`config.mk`:
```
export PLATFORM = sky130hd
export DESIGN_NAME = ddsl_loader
export DESIGN_NICKNAME = d
export VERILOG_FILES = /design/src/core/ddsl_pkg.sv /design/src/core/ddsl_loader.sv
export SDC_FILE = /design/constraint.sdc
export NUM_CORES = 1
export LEC_CHECK = 0
export ABC_AREA = 1
export BUFFER_PORTS_ARGS = -buffer_cell sky130_fd_sc_hd__buf_2
export CORE_MARGIN = 2
export CORE_UTILIZATION = 50
export CTS_BUF_LIST = sky130_fd_sc_hd__clkbuf_4 sky130_fd_sc_hd__clkbuf_8
export DETAILED_ROUTE_END_ITERATION = 6
export HOLD_SLACK_MARGIN = 0.05
export PLACE_DENSITY_LB_ADDON = 0.2
export SLEW_MARGIN = 20
export SYNTH_ARGS = -nofsm -noshare
export SYNTH_HDL_FRONTEND = slang
export SYNTH_HIERARCHICAL = 1
export SYNTH_SLANG_ARGS = --single-unit
```
`constraint.sdc`:
```
create_clock -name core_clk -period 4.5 [get_ports core_clk]
set_clock_uncertainty 0.05 [all_clocks]
set_input_delay 0.45 -clock core_clk [delete_from_list [all_inputs] [get_ports core_clk]]
set_output_delay 0.45 -clock core_clk [all_outputs]
set_load 0.005 [all_outputs]
```
`src/core/ddsl_pkg.sv`:
```
/*
  Shared constants and carrier types for the dual-channel serial loader.
  Assumes one 50 MHz core clock; the variant is picked by DDSL_DATA_W.
*/
package ddsl_pkg;
  // 16 for the wide variant, 14 for the narrow one
  localparam int DDSL_DATA_W = 16;
  localparam int DDSL_ADDR_W = 2;
  localparam int DDSL_WORD_W = DDSL_DATA_W + DDSL_ADDR_W;
  localparam int DDSL_ADDR_HI_POS = DDSL_WORD_W - 1;
  localparam int DDSL_ADDR_LO_POS = DDSL_WORD_W - 2;
  localparam logic [DDSL_DATA_W-1:0] DDSL_ZERO_VAL = 16'h0000;
  localparam logic [DDSL_DATA_W-1:0] DDSL_MID_VAL =
    (DDSL_DATA_W == 16) ? 16'h8000 : 16'h2000;
  localparam logic [DDSL_ADDR_W-1:0] DDSL_SEL_NONE = 2'h0;
  localparam logic [DDSL_ADDR_W-1:0] DDSL_SEL_A = 2'h1;
  localparam logic [DDSL_ADDR_W-1:0] DDSL_SEL_B = 2'h2;
  localparam logic [DDSL_ADDR_W-1:0] DDSL_SEL_BOTH = 2'h3;
  localparam int DDSL_FIFO_DEPTH = 16;
  localparam int DDSL_SYNC_STAGES = 2;

  typedef struct packed {
    logic [DDSL_ADDR_W-1:0] sel;
    logic [DDSL_DATA_W-1:0] data;
  } ddsl_word_t;

  typedef struct packed {
    logic [DDSL_DATA_W-1:0] chan_a;
    logic [DDSL_DATA_W-1:0] chan_b;
  } ddsl_pair_t;
endpackage

```
`src/core/ddsl_loader.sv`:
```
/*
  Serial front end of a dual current-output converter: shift register,
  word FIFO, input and converter register ranks, clear to preset.
  Assumes all pins are asynchronous to core_clk and that the serial clock
  is slow enough (period well over four core cycles) to be edge-sampled.
*/
`timescale 1ns/1ps

// ============================================================
// Word FIFO
module ddsl_fifo #(
  parameter int WIDTH = 18,
  parameter int DEPTH = 16
) (
  input wire logic core_clk,
  input wire logic reset_n,
  input wire logic flush,
  input wire logic in_valid,
  output logic in_ready,
  input wire logic [WIDTH-1:0] in_data,
  output logic out_valid,
  input wire logic out_ready,
  output logic [WIDTH-1:0] out_data
);
  localparam int AW = $clog2(DEPTH);
  logic [WIDTH-1:0] mem_ff [DEPTH];
  logic [AW-1:0] wr_ptr_ff;
  logic [AW-1:0] rd_ptr_ff;
  logic [AW:0] count_ff;
  logic push;
  logic pop;

  assign in_ready = (count_ff != (AW+1)'(DEPTH));
  assign out_valid = (count_ff != '0);
  assign out_data = mem_ff[rd_ptr_ff];
  assign push = in_valid && in_ready;
  assign pop = out_valid && out_ready;

  always_ff @(posedge core_clk) begin
    if (push) begin
      mem_ff[wr_ptr_ff] <= in_data;
    end
  end

  always_ff @(posedge core_clk or negedge reset_n) begin
    if (!reset_n) begin
      wr_ptr_ff <= '0;
      rd_ptr_ff <= '0;
      count_ff <= '0;
    end else if (flush) begin
      wr_ptr_ff <= '0;
      rd_ptr_ff <= '0;
      count_ff <= '0;
    end else begin
      if (push) begin
        wr_ptr_ff <= wr_ptr_ff + 1'b1;
      end
      if (pop) begin
        rd_ptr_ff <= rd_ptr_ff + 1'b1;
      end
      count_ff <= count_ff + (AW+1)'(push) - (AW+1)'(pop);
    end
  end
endmodule

// ============================================================
// Loader top
// Function
// [RQ1] Host presents serial bits while select low; device shifts on serial clock rise.
// [RQ2] Wide word is 18 bits MSB first: two address bits, sixteen data bits.
// [RQ3] Wide variant keeps only the last 18 bits shifted before select rises.
// [RQ4] Narrow variant uses 16-bit word, address then 14 data, last 16 kept.
// [RQ5] Select rising edge loads data field into addressed input registers.
// [RQ6] Address 00 none, 01 channel A, 10 channel B, 11 both.
// [RQ7] Shift only on serial clock rise with select low; otherwise unchanged.
// [RQ8] Host keeps serial clock low and still while raising select.
// [RQ9] Select rise with serial clock low updates input register from shift register.
// [RQ10] Load strobe low makes converter registers follow input registers.
// [RQ11] With strobe high, input loads leave converter registers unchanged.
// [RQ12] Host writes A, then B, then pulses strobe for joint update.
// [RQ13] Clear low forces both ranks to zero or midscale per preset select.
// [RQ14] Byte hosts send three bytes; upper six bits are dropped.
// [RQ15] Narrow variant midscale preset is 0x2000.
// [RQ16] Load strobe is level sensitive active low, moving all input registers.
// [RQ17] After power-on both register ranks hold zero.
// [RQ18] Clear wins over any concurrent select load or strobe transfer.
module ddsl_loader (
  input wire logic core_clk,
  input wire logic reset_n,
  input wire logic serial_clk,
  input wire logic serial_in,
  input wire logic chip_sel_n,
  input wire logic load_strobe_n,
  input wire logic clear_to_preset_n,
  input wire logic preset_mid,
  output ddsl_pkg::ddsl_pair_t input_regs,
  output ddsl_pkg::ddsl_pair_t conv_regs,
  output logic word_dropped
);
  import ddsl_pkg::*;

  // ==========================================================
  // Pin synchronisers
  localparam int NPIN = 6;
  logic [NPIN-1:0] sync1_ff;
  logic [NPIN-1:0] sync2_ff;
  logic sclk_prev_ff;
  logic cs_prev_ff;
  logic sclk_s, sdi_s, cs_n_s, ld_n_s, clr_n_s, mid_s;

  always_ff @(posedge core_clk or negedge reset_n) begin
    if (!reset_n) begin
      sync1_ff <= 6'h3C;
      sync2_ff <= 6'h3C;
    end else begin
      sync1_ff <= {preset_mid, clear_to_preset_n, load_strobe_n, chip_sel_n,
                   serial_in, serial_clk};
      sync2_ff <= sync1_ff;
    end
  end
  assign {mid_s, clr_n_s, ld_n_s, cs_n_s, sdi_s, sclk_s} = sync2_ff;

  always_ff @(posedge core_clk or negedge reset_n) begin
    if (!reset_n) begin
      sclk_prev_ff <= 1'b0;
      cs_prev_ff <= 1'b1;
    end else begin
      sclk_prev_ff <= sclk_s;
      cs_prev_ff <= cs_n_s;
    end
  end

  logic shift_en;
  logic cs_rise;
  assign shift_en = sclk_s && !sclk_prev_ff && !cs_n_s; // [RQ1] [RQ7]
  assign cs_rise = cs_n_s && !cs_prev_ff && !sclk_s; // [RQ5] [RQ9]

  // ==========================================================
  // Shift register
  // Width equals the word, so older surplus bits fall off the top
  logic [DDSL_WORD_W-1:0] shift_reg_ff;
  always_ff @(posedge core_clk or negedge reset_n) begin
    if (!reset_n) begin
      shift_reg_ff <= '0;
    end else if (shift_en) begin
      shift_reg_ff <= {shift_reg_ff[DDSL_WORD_W-2:0], sdi_s}; // [RQ2] [RQ3] [RQ4] [RQ14]
    end
  end

  // ==========================================================
  // Word FIFO between select edge and input rank
  // A FIFO full of 16 words drops a new word, flagged only while clear is high; clear flushes it
  ddsl_word_t push_word;
  ddsl_word_t pop_word;
  logic fifo_in_ready;
  logic fifo_out_valid;
  logic fifo_pop_ready;

  assign push_word.sel = {shift_reg_ff[DDSL_ADDR_HI_POS], shift_reg_ff[DDSL_ADDR_LO_POS]};
  assign push_word.data = shift_reg_ff[DDSL_DATA_W-1:0];
  assign fifo_pop_ready = clr_n_s;

  ddsl_fifo #(
    .WIDTH($bits(ddsl_word_t)),
    .DEPTH(DDSL_FIFO_DEPTH)
  ) u_fifo (
    .core_clk(core_clk),
    .reset_n(reset_n),
    .flush(!clr_n_s), // [RQ18]
    .in_valid(cs_rise),
    .in_ready(fifo_in_ready),
    .in_data(push_word),
    .out_valid(fifo_out_valid),
    .out_ready(fifo_pop_ready),
    .out_data(pop_word)
  );

  always_ff @(posedge core_clk or negedge reset_n) begin
    if (!reset_n) begin
      word_dropped <= 1'b0;
    end else begin
      word_dropped <= cs_rise && !fifo_in_ready && clr_n_s;
    end
  end

  // ==========================================================
  // Register ranks
  logic [DDSL_DATA_W-1:0] preset_val;
  logic take_word;
  assign preset_val = mid_s ? DDSL_MID_VAL : DDSL_ZERO_VAL; // [RQ13] [RQ15]
  assign take_word = fifo_out_valid && fifo_pop_ready;

  function automatic logic hits_a(input logic [DDSL_ADDR_W-1:0] sel);
    hits_a = (sel == DDSL_SEL_A) || (sel == DDSL_SEL_BOTH);
  endfunction

  function automatic logic hits_b(input logic [DDSL_ADDR_W-1:0] sel);
    hits_b = (sel == DDSL_SEL_B) || (sel == DDSL_SEL_BOTH);
  endfunction

  always_ff @(posedge core_clk or negedge reset_n) begin
    if (!reset_n) begin
      input_regs <= '0; // [RQ17]
    end else if (!clr_n_s) begin
      input_regs <= {preset_val, preset_val}; // [RQ13] [RQ18]
    end else if (take_word) begin
      if (hits_a(pop_word.sel)) begin
        input_regs.chan_a <= pop_word.data; // [RQ6]
      end
      if (hits_b(pop_word.sel)) begin
        input_regs.chan_b <= pop_word.data; // [RQ6]
      end
    end
  end

  always_ff @(posedge core_clk or negedge reset_n) begin
    if (!reset_n) begin
      conv_regs <= '0; // [RQ17]
    end else if (!clr_n_s) begin
      conv_regs <= {preset_val, preset_val}; // [RQ13] [RQ18]
    end else if (!ld_n_s) begin
      conv_regs <= input_regs; // [RQ10] [RQ11] [RQ16]
    end
  end
endmodule

```
Word level (Yosys, flattened, before mapping)
Memory sizes are Yosys's and may differ from the RTL's.
Cells that the tools add are included.
- equal/unequal tests: 9
- reduce and logical (&&, ||, !) cells: 18
- add/sub/neg operators: 4
- multiplexer cells: 14
- operators by type and width (operator ; count):
    2-to-1 mux 32 bit ; 4
    2-to-1 mux 16 bit ; 3
    2-to-1 mux 4 bit ; 4
    adder 4 x 1 -> 4 bit (second input constant) ; 2
    logical AND 1 bit ; 8
    inequality test 2 x 1 -> 1 bit (second input constant) ; 4
    adder 5 x 1 -> 5 bit ; 1
    zero test 1 bit ; 5
    2-to-1 mux 5 bit ; 1
    inequality test 5 bit (second input constant) ; 1
    nonzero test 5 bit ; 1
    subtractor 5 x 1 -> 5 bit ; 1
    equality test 2 bit (second input constant) ; 2
    AND reduction 2 bit ; 2
    equality test 2 x 1 -> 1 bit (second input constant) ; 1
    logical OR 1 bit ; 2
    2-to-1 mux 1 bit ; 2
    inequality test 2 bit (second input constant) ; 1
- memories: 1
- RAM bits: 288
- word-level logic and storage cells: 59
- register bits after elaboration: 110
- input bits: 8
- memory list (name ; words ; bits a word ; rd ports ; clocked after memory_dff ; wr ports ; line ; source):
    u_fifo.mem_ff ; 16 ; 18 ; 1 ; 0 ; 1 ; ddsl_loader.sv:26 ; logic [WIDTH-1:0] mem_ff [DEPTH];

Logic depth before layout (Yosys ltp)
Gate-level depths: netlist of the first run.
- depth in word-level cells: 7
- depth in mapped cells: 18
- depth with buffers taken out: 17

Hierarchy
The synthesis of the first run kept the hierarchy.
- by module, submodules not included (module ; area each (sq um) ; cells an instance ; seq. area each (sq um) ; instances):
    ddsl_fifo ; 13133.8 ; 1282 ; 8973.6 ; 1
    ddsl_loader ; 3711.1 ; 375 ; 2438.6 ; 1

Worst setup path after synthesis of the first run
Ideal clock, no wire load.
- kind: register to register
- from: reg sync2_ff[2]
- to: mem u_fifo.mem_ff[0][0], enable pin
- clock period less this slack: 2.464 ns
- path buffers: 1
- arrival time: 2.021 ns
- path slack: 2.036 ns
- cell stages (with the launch flop): 10
- cells stage by stage: dfstp_2 > inv_1 > buf_4 > nor2_1 > nand2_1 > inv_1 > nand2_1 > inv_1 > nand2_1 > nor2_1
- word-level cells in the longest chain between the ends: 5
- RTL lines (element ; line ; source):
    from (decl) ; ddsl_loader.sv:106 ; logic [NPIN-1:0] sync2_ff;
    from (signal assigned) ; ddsl_loader.sv:118 ; sync2_ff <= sync1_ff;
    logical AND 1 bit (2 in a row) ; ddsl_loader.sv:136 ; assign cs_rise = cs_n_s && !cs_prev_ff && !sclk_s;
    named net cs_rise ; ddsl_loader.sv:134 ; logic cs_rise;
    logical AND 1 bit ; ddsl_loader.sv:36 ; assign push = in_valid && in_ready;
    2-to-1 mux 1 bit ; ddsl_loader.sv:40 ; if (push) begin
    2-to-1 mux 1 bit (implied by the code) ; ddsl_loader.sv:41 ; mem_ff[wr_ptr_ff] <= in_data;
    to (decl) ; ddsl_loader.sv:26 ;
The timed path passes the listed nets, and every way through them passes these cells.

Worst setup path in the final report of the first run
- from: reg sync2_ff[2]
- to: mem u_fifo.mem_ff[5][1], enable pin
The elaborated chain is that of the path after synthesis.

==> impl_metrics.csv, run 1 <==
group,metric,value,unit
floorplan,ioPinCount,73,
run_status,outcome,"finished, final reports clean",
route,vias_per_cell,5.225,
logic_synthesis,syn_avg_cell_area,10.17,µm²
layout,layout_commonest_cell,"nand2_1",
power_and_ir_drop,max-vdd-ir-drop,238.9,µV
layout,drive_gt1_share,13.00,%
critical_path,end_kind,"register",
critical_path,rr_worst_depth,8,
logic_synthesis,yosys_warnings,6,
power_and_ir_drop,power_switching,2.834,mW
clocking,cts_tree,"done",
logic_synthesis,ys_seq_area_share,67.75,%
logic_synthesis,synth_top_area_share,51.34,%
clocking,htreeDepth,3,
job,maxCapViolations,0,
clocking,root_buffer,"clkbuf_8",
sta,hold_violations,0,
global_routing,gr-total-overflow,0,
power_and_ir_drop,power,9.413,mW
logic_synthesis,syn-num-nets,1677,
route,drc,0,
sta,final.period_utilization,64.82,%
clocking,cts_resized,0,
floorplan,die_w,187.5,µm
route,dr.pass1.iters,5,
power_and_ir_drop,switching_share,30.11,%
power_and_ir_drop,combPwrFrac,18.1,%
global_routing,grt_pass1_vias,11040,
floorplan,rows,67,
route,via_count,11700,
hold_path,min_from,"sync1_ff[1]",
critical_path,r2r-start,"sync2_ff[2]",
power_and_ir_drop,internal-power,6.579,mW
global_routing,grt_pass1_wl,62.68,mm
sta,worst_pin_slew,1.121,ns
logic_synthesis,synthTopCellsByArea,"edfxtp_1, dfrtp_1, nand2_1, nand3_1, inv_1",
power_and_ir_drop,power_density,494.8,mW/mm²
clocking,cts_buffers,68,
global_routing,antenna_found_initial,0,
floorplan,core_area,0.03336,mm²
global_routing,grt_max_degree,148,
sta,fmax,342.8,MHz
route,wl_per_cell,18.11,µm
critical_path,required,4.62,ns
clocking,cts_setup_buffers,0,
floorplan,start_util,50.49,%
sta,slew_headroom,25.20,%
layout,final_core_util,57.02,%
logic_synthesis,postSynthCellCount,1657,
route,ant_nets,0,
route,drtIter0Drc,1084,
clocking,cts_buffer_depth,3,
logic_synthesis,synthesis.area,0.01684,mm²
power_and_ir_drop,pwr-share-seq,47.9,%
power_and_ir_drop,clkPwrFrac,34.0,%
critical_path,start_kind,"register",
sta,setup_viol,0,
clocking,clkTransAtPathRegs,0.05,ns
hold_path,hold_depth,0,
route,drt_wl_total,40.57,mm
layout,syn2layout_area_growth,12.93,%
sta,slew_viol_final,0,
critical_path,crit_path_start,"sync2_ff[2]",
layout,layout_common_cells,"nand2_1, nand3_1, edfxtp_1",
logic_synthesis,ys_types,22,
clocking,cts_num_sinks,398,
logic_synthesis,yosys.area.top_type,"edfxtp_1",
power_and_ir_drop,p_leak,8.776,nW
critical_path,crit_type,"register to register",
layout,final_nets,1765,
sta,rsz0062_at_grt,"false",
place,numPortBuffers,72,
layout,num_antenna_cells,0,
sta,fin_tns_setup,0,ns
place,place_congestion,0.8130,
floorplan,die_height,187.5,µm
place,dpl.hpwl,23.63,mm
critical_path,path_max_fanout,20,
floorplan,dieArea,0.03517,mm²
logic_synthesis,ys_seq_elements,398,
sta,layout_min_cycle_time,2.917,ns
global_routing,gr-usage-all-layers,23.25,%
critical_path,arrival,3.04,ns
clocking,clk_latency,0.58,ns
hold_path,holdCritPathClass,"register to register",
## repair_timing
action                     CTS  global route
setup endpoints to repair    0             0
hold buffers                 7             0
hold endpoints to repair    75             0
## synthesized netlist by cell type (all sizes together)
master	count
a21oi	3
buf	58
clkbuf	26
clkinv	2
dfrtp	101
dfstp	9
edfxtp	288
fa	1
ha	11
inv	247
nand2	526
nand3	297
nand4	20
nor2	28
o21ai	34
or2	1
xor2	5
## power by group through the flow
| stage | Sequential, mW | Combinational, mW | Clock (mW) |
|---|---|---|---|
| 2_1_floorplan | 4.48 | 1.13 | 0 |
| 3_3_place_gp | 4.58 | 1.67 | 0 |
| 3_5_place_dp | 4.59 | 1.69 | 0 |
| 4_1_cts | 4.52 | 1.71 | 3.26 |
| 5_1_grt | 4.54 | 1.91 | 3.43 |
| 6_report | 4.51 | 1.70 | 3.20 |
## cell type report
class	count	area, µm²
Fill cell	2865	14340
Sequential cell	398	11420
Multi-Input combinational cell	926	4134
Clock buffer	99	1225
Inverter	249	937.1
Timing Repair Buffer	102	630.6
Tap cell	448	560.5
Clock inverter	18	118.9
## cells by family (layout without fill, tap and decap cells)
family | after synthesis | after routing | share of synthesized area, %
compound gates | 37 | 37 | 1.099
xor+xnor | 5 | 5 | 0.2600
fa+ha+maj | 12 | 12 | 0.9359
buf+inv | 333 | 468 | 7.977
flops | 398 | 398 | 67.75
simple gates | 872 | 872 | 21.98
## path summary, 6_finish.rpt
path                                       end  slack, ns
max                        u_fifo/mem_ff[5][1]       1.58
min                                sync2_ff[1]       0.29
max reg2reg                u_fifo/mem_ff[5][1]       1.58
min reg2reg                        sync2_ff[1]       0.29
max in group asynchronous          sync1_ff[2]       2.91
min in group asynchronous        conv_regs[23]       0.49
## state kept, by name, summed over array words and instances (netlist names)
register,flops
u_fifo/count_ff,5
input_regs,32
sync1_ff,6
conv_regs,32
u_fifo/mem_ff,288
word_dropped,1
u_fifo/wr_ptr_ff,4
u_fifo/rd_ptr_ff,4
sync2_ff,6
cs_prev_ff,1
sclk_prev_ff,1
push_word,18
## through the flow
step                instances  cell area (µm²)  setup WS, ns  hold WS (ns)
detailed placement       2116            17600         1.577        0.2856
CTS                      2240            19020         1.544        0.2961
global route             2240            19020         1.330        0.3066
floorplan                1657            16840         2.036        0.1044
finish                   2240            19020         1.583        0.2928
global placement         2116            17600         1.650        0.2861
## per-layer routing
metal	track usage, %	share of wire, %	vias to the layer above
li1	-	-	5554
met1	31.94	42	5609
met2	36.95	47	453
met3	3.987	7.9	87
met4	9.721	3.1	0
met5	0	0	-
## worst max-delay path, cell delays in order (launching register included)
cell and delay [ns]:
dfstp_2 0.52, inv_1 0.24, nor2_1 0.18, nand2_1 0.11
inv_1 0.06, nand2_1 0.09, inv_1 0.18, nand2_1 0.18
nor2_2 0.88
Note: power is estimated with default switching activity, not from simulation.
==> run 2: changes to the inputs <==
Clock period 4.5 ns to 2.5 ns, I/O delays scaled along.
==> run 2 against run 1 <==
Against the previous run:
- sequential power rose by 79%
- flip-flop and latch count did not move
- sequential share of layout area fell by 1.4 points
- hold slack got worse by 0.17 ns
- first-iteration DRC count fell by 9.3%
- final cell count rose by 2.0%
- critical path depth rose by 8
==> impl_metrics.csv, run 2 (synthesized netlist as in run 1, its figures left out) <==
group,metric,value,unit
run_status,outcome,"finished, final reports clean",
layout,final_core_util,58.34,%
clocking,cts_tree,"done",
critical_path,required,2.92,ns
layout,top_register,"u_fifo/mem_ff",
floorplan,start_util,50.49,%
power_and_ir_drop,p_leak,9.028,nW
route,vias_per_cell,5.131,
clocking,cts_buffer_depth,3,
global_routing,gr-total-overflow,0,
sta,final.period_utilization,94.27,%
route,wl_met1,17.61,mm
power_and_ir_drop,max-vdd-ir-drop,424.7,µV
route,wl_met2,19.10,mm
floorplan,die_height,187.5,µm
clocking,cts_buffers,67,
power_and_ir_drop,power_density,876.8,mW/mm²
hold_path,holdCritPathClass,"input port to asynchronous set/reset pin",
layout,largestRegisters,"u_fifo/mem_ff x288, conv_regs x32, input_regs x32",
clocking,clk_latency,0.59,ns
critical_path,r2r-start,"u_fifo/count_ff[2]",
floorplan,ioPinCount,73,
critical_path,crit_path_start,"u_fifo/count_ff[2]",
layout,drive_gt1_share,15.41,%
job,maxCapViolations,0,
route,drtIter0Drc,983,
clocking,cts_num_sinks,398,
layout,num_antenna_cells,0,
critical_path,arrival,2.78,ns
global_routing,grt_pass1_vias,11170,
layout,final_cells,2284,
layout,layout_common_cells,"nand2_1, nand3_1, edfxtp_1",
place,placed_cells,2155,
place,place_congestion,0.8234,
clocking,clkTransAtPathRegs,0.06,ns
layout,regArea,0.01142,mm²
floorplan,rows,67,
global_routing,gr-usage-all-layers,23.31,%
clocking,root_buffer,"clkbuf_8",
floorplan,die_w,187.5,µm
sta,worst_pin_slew,0.9371,ns
critical_path,crit_type,"register to register",
route,top_layer_used,"met4",
sta,slew_viol_final,0,
route,dr.pass1.iters,5,
layout,syn2layout_area_growth,15.55,%
critical_path,rrSetupSlack,0.14,ns
route,wl_per_cell,17.71,µm
layout,multi_input_area,0.004146,mm²
power_and_ir_drop,power,17.07,mW
global_routing,grt_pass1_wl,62.87,mm
route,wl_met3,2.710,mm
sta,setup_viol,0,
floorplan,core_area,0.03336,mm²
layout,n_fill_cell,2850,
route,ant_nets,0,
sta,hold_violations,0,
critical_path,end_kind,"register",
sta,fin_tns_setup,0,ns
global_routing,grt_max_degree,87,
route,via_count,11720,
layout,largest_register_ffs,288,
place,dpl.hpwl,24.30,mm
global_routing,antenna_found_initial,0,
floorplan,dieArea,0.03517,mm²
layout,final_nets,1805,
sta,slew_headroom,37.46,%
sta,fmax,424.3,MHz
sta,layout_min_cycle_time,2.357,ns
clocking,htreeDepth,3,
place,numPortBuffers,72,
route,drc,0,
layout,layout_commonest_cell,"nand2_1",
critical_path,path_max_fanout,2,
critical_path,start_kind,"register",
route,drt_wl_total,40.45,mm
==> run 2: timing repair <==
action | CTS | global route
resized for setup | 0 | 7
hold buffers | 7 | 0
buffers inserted | 0 | 2
endpoints found under the setup margin | 0 | 1
hold endpoints to repair | 93 | 0
==> run 2: metal layers <==
layer  vias to the layer above  global-route usage [%]
li1                       5654                       -
met1                      5578                   31.76
met2                       417                   38.05
met3                        71                   3.912
met4                         0                   8.449
met5                         -                       0
==> run 2: metrics by stage <==
step | hold slack, ns | area [µm²] | setup slack (ns)
4_1_cts | 0.1067 | 19430 | 0.005342
6_report | 0.1251 | 19460 | 0.1432
3_5_place_dp | 0.1786 | 18050 | 0.03944
2_1_floorplan | -0.09559 | 16840 | 0.03620
3_3_place_gp | 0.1789 | 18050 | 0.1028
5_1_grt | 0.1628 | 19460 | -0.009974
==> run 2: worst max-delay path, cell delays in order, from the launching register on <==
cell	delay, ns
dfrtp_1	0.40
inv_2	0.09
ha_4	0.14
nand4_1	0.11
nand2_1	0.12
inv_1	0.06
ha_1	0.26
inv_1	0.06
ha_2	0.18
inv_2	0.04
fa_2	0.34
inv_1	0.06
nand2_1	0.05
nand2_1	0.06
a21oi_1	0.07
nor2_1	0.10
nor2_1	0.05
==> run 2: worst paths after layout <==
path,endpoint,cells past startpoint
hold / removal,conv_regs[20],2
setup / recovery,u_fifo/count_ff[4],16
min in group core_clk,sync1_ff[3],2
hold reg to reg,cs_prev_ff,0
max in group asynchronous,sync2_ff[3],3
setup reg to reg,u_fifo/count_ff[4],16
==> run 2: where the power goes <==
group	switching, mW	leakage [nW]	total, mW	internal [mW]
sequential	0.480	3.99	8.08	7.60
clock	2.51	0.700	5.66	3.14
combinational	2.11	4.33	3.33	1.22
total	5.10	9.03	17.1	12.0
==> run 2: cell type report <==
class	count	area share (%)
Sequential cell	398	58.66
Multi-Input combinational cell	926	21.30
Clock buffer	99	6.068
Timing Repair Buffer	143	5.592
Inverter	249	4.815
Tap cell	448	2.880
Clock inverter	21	0.6878
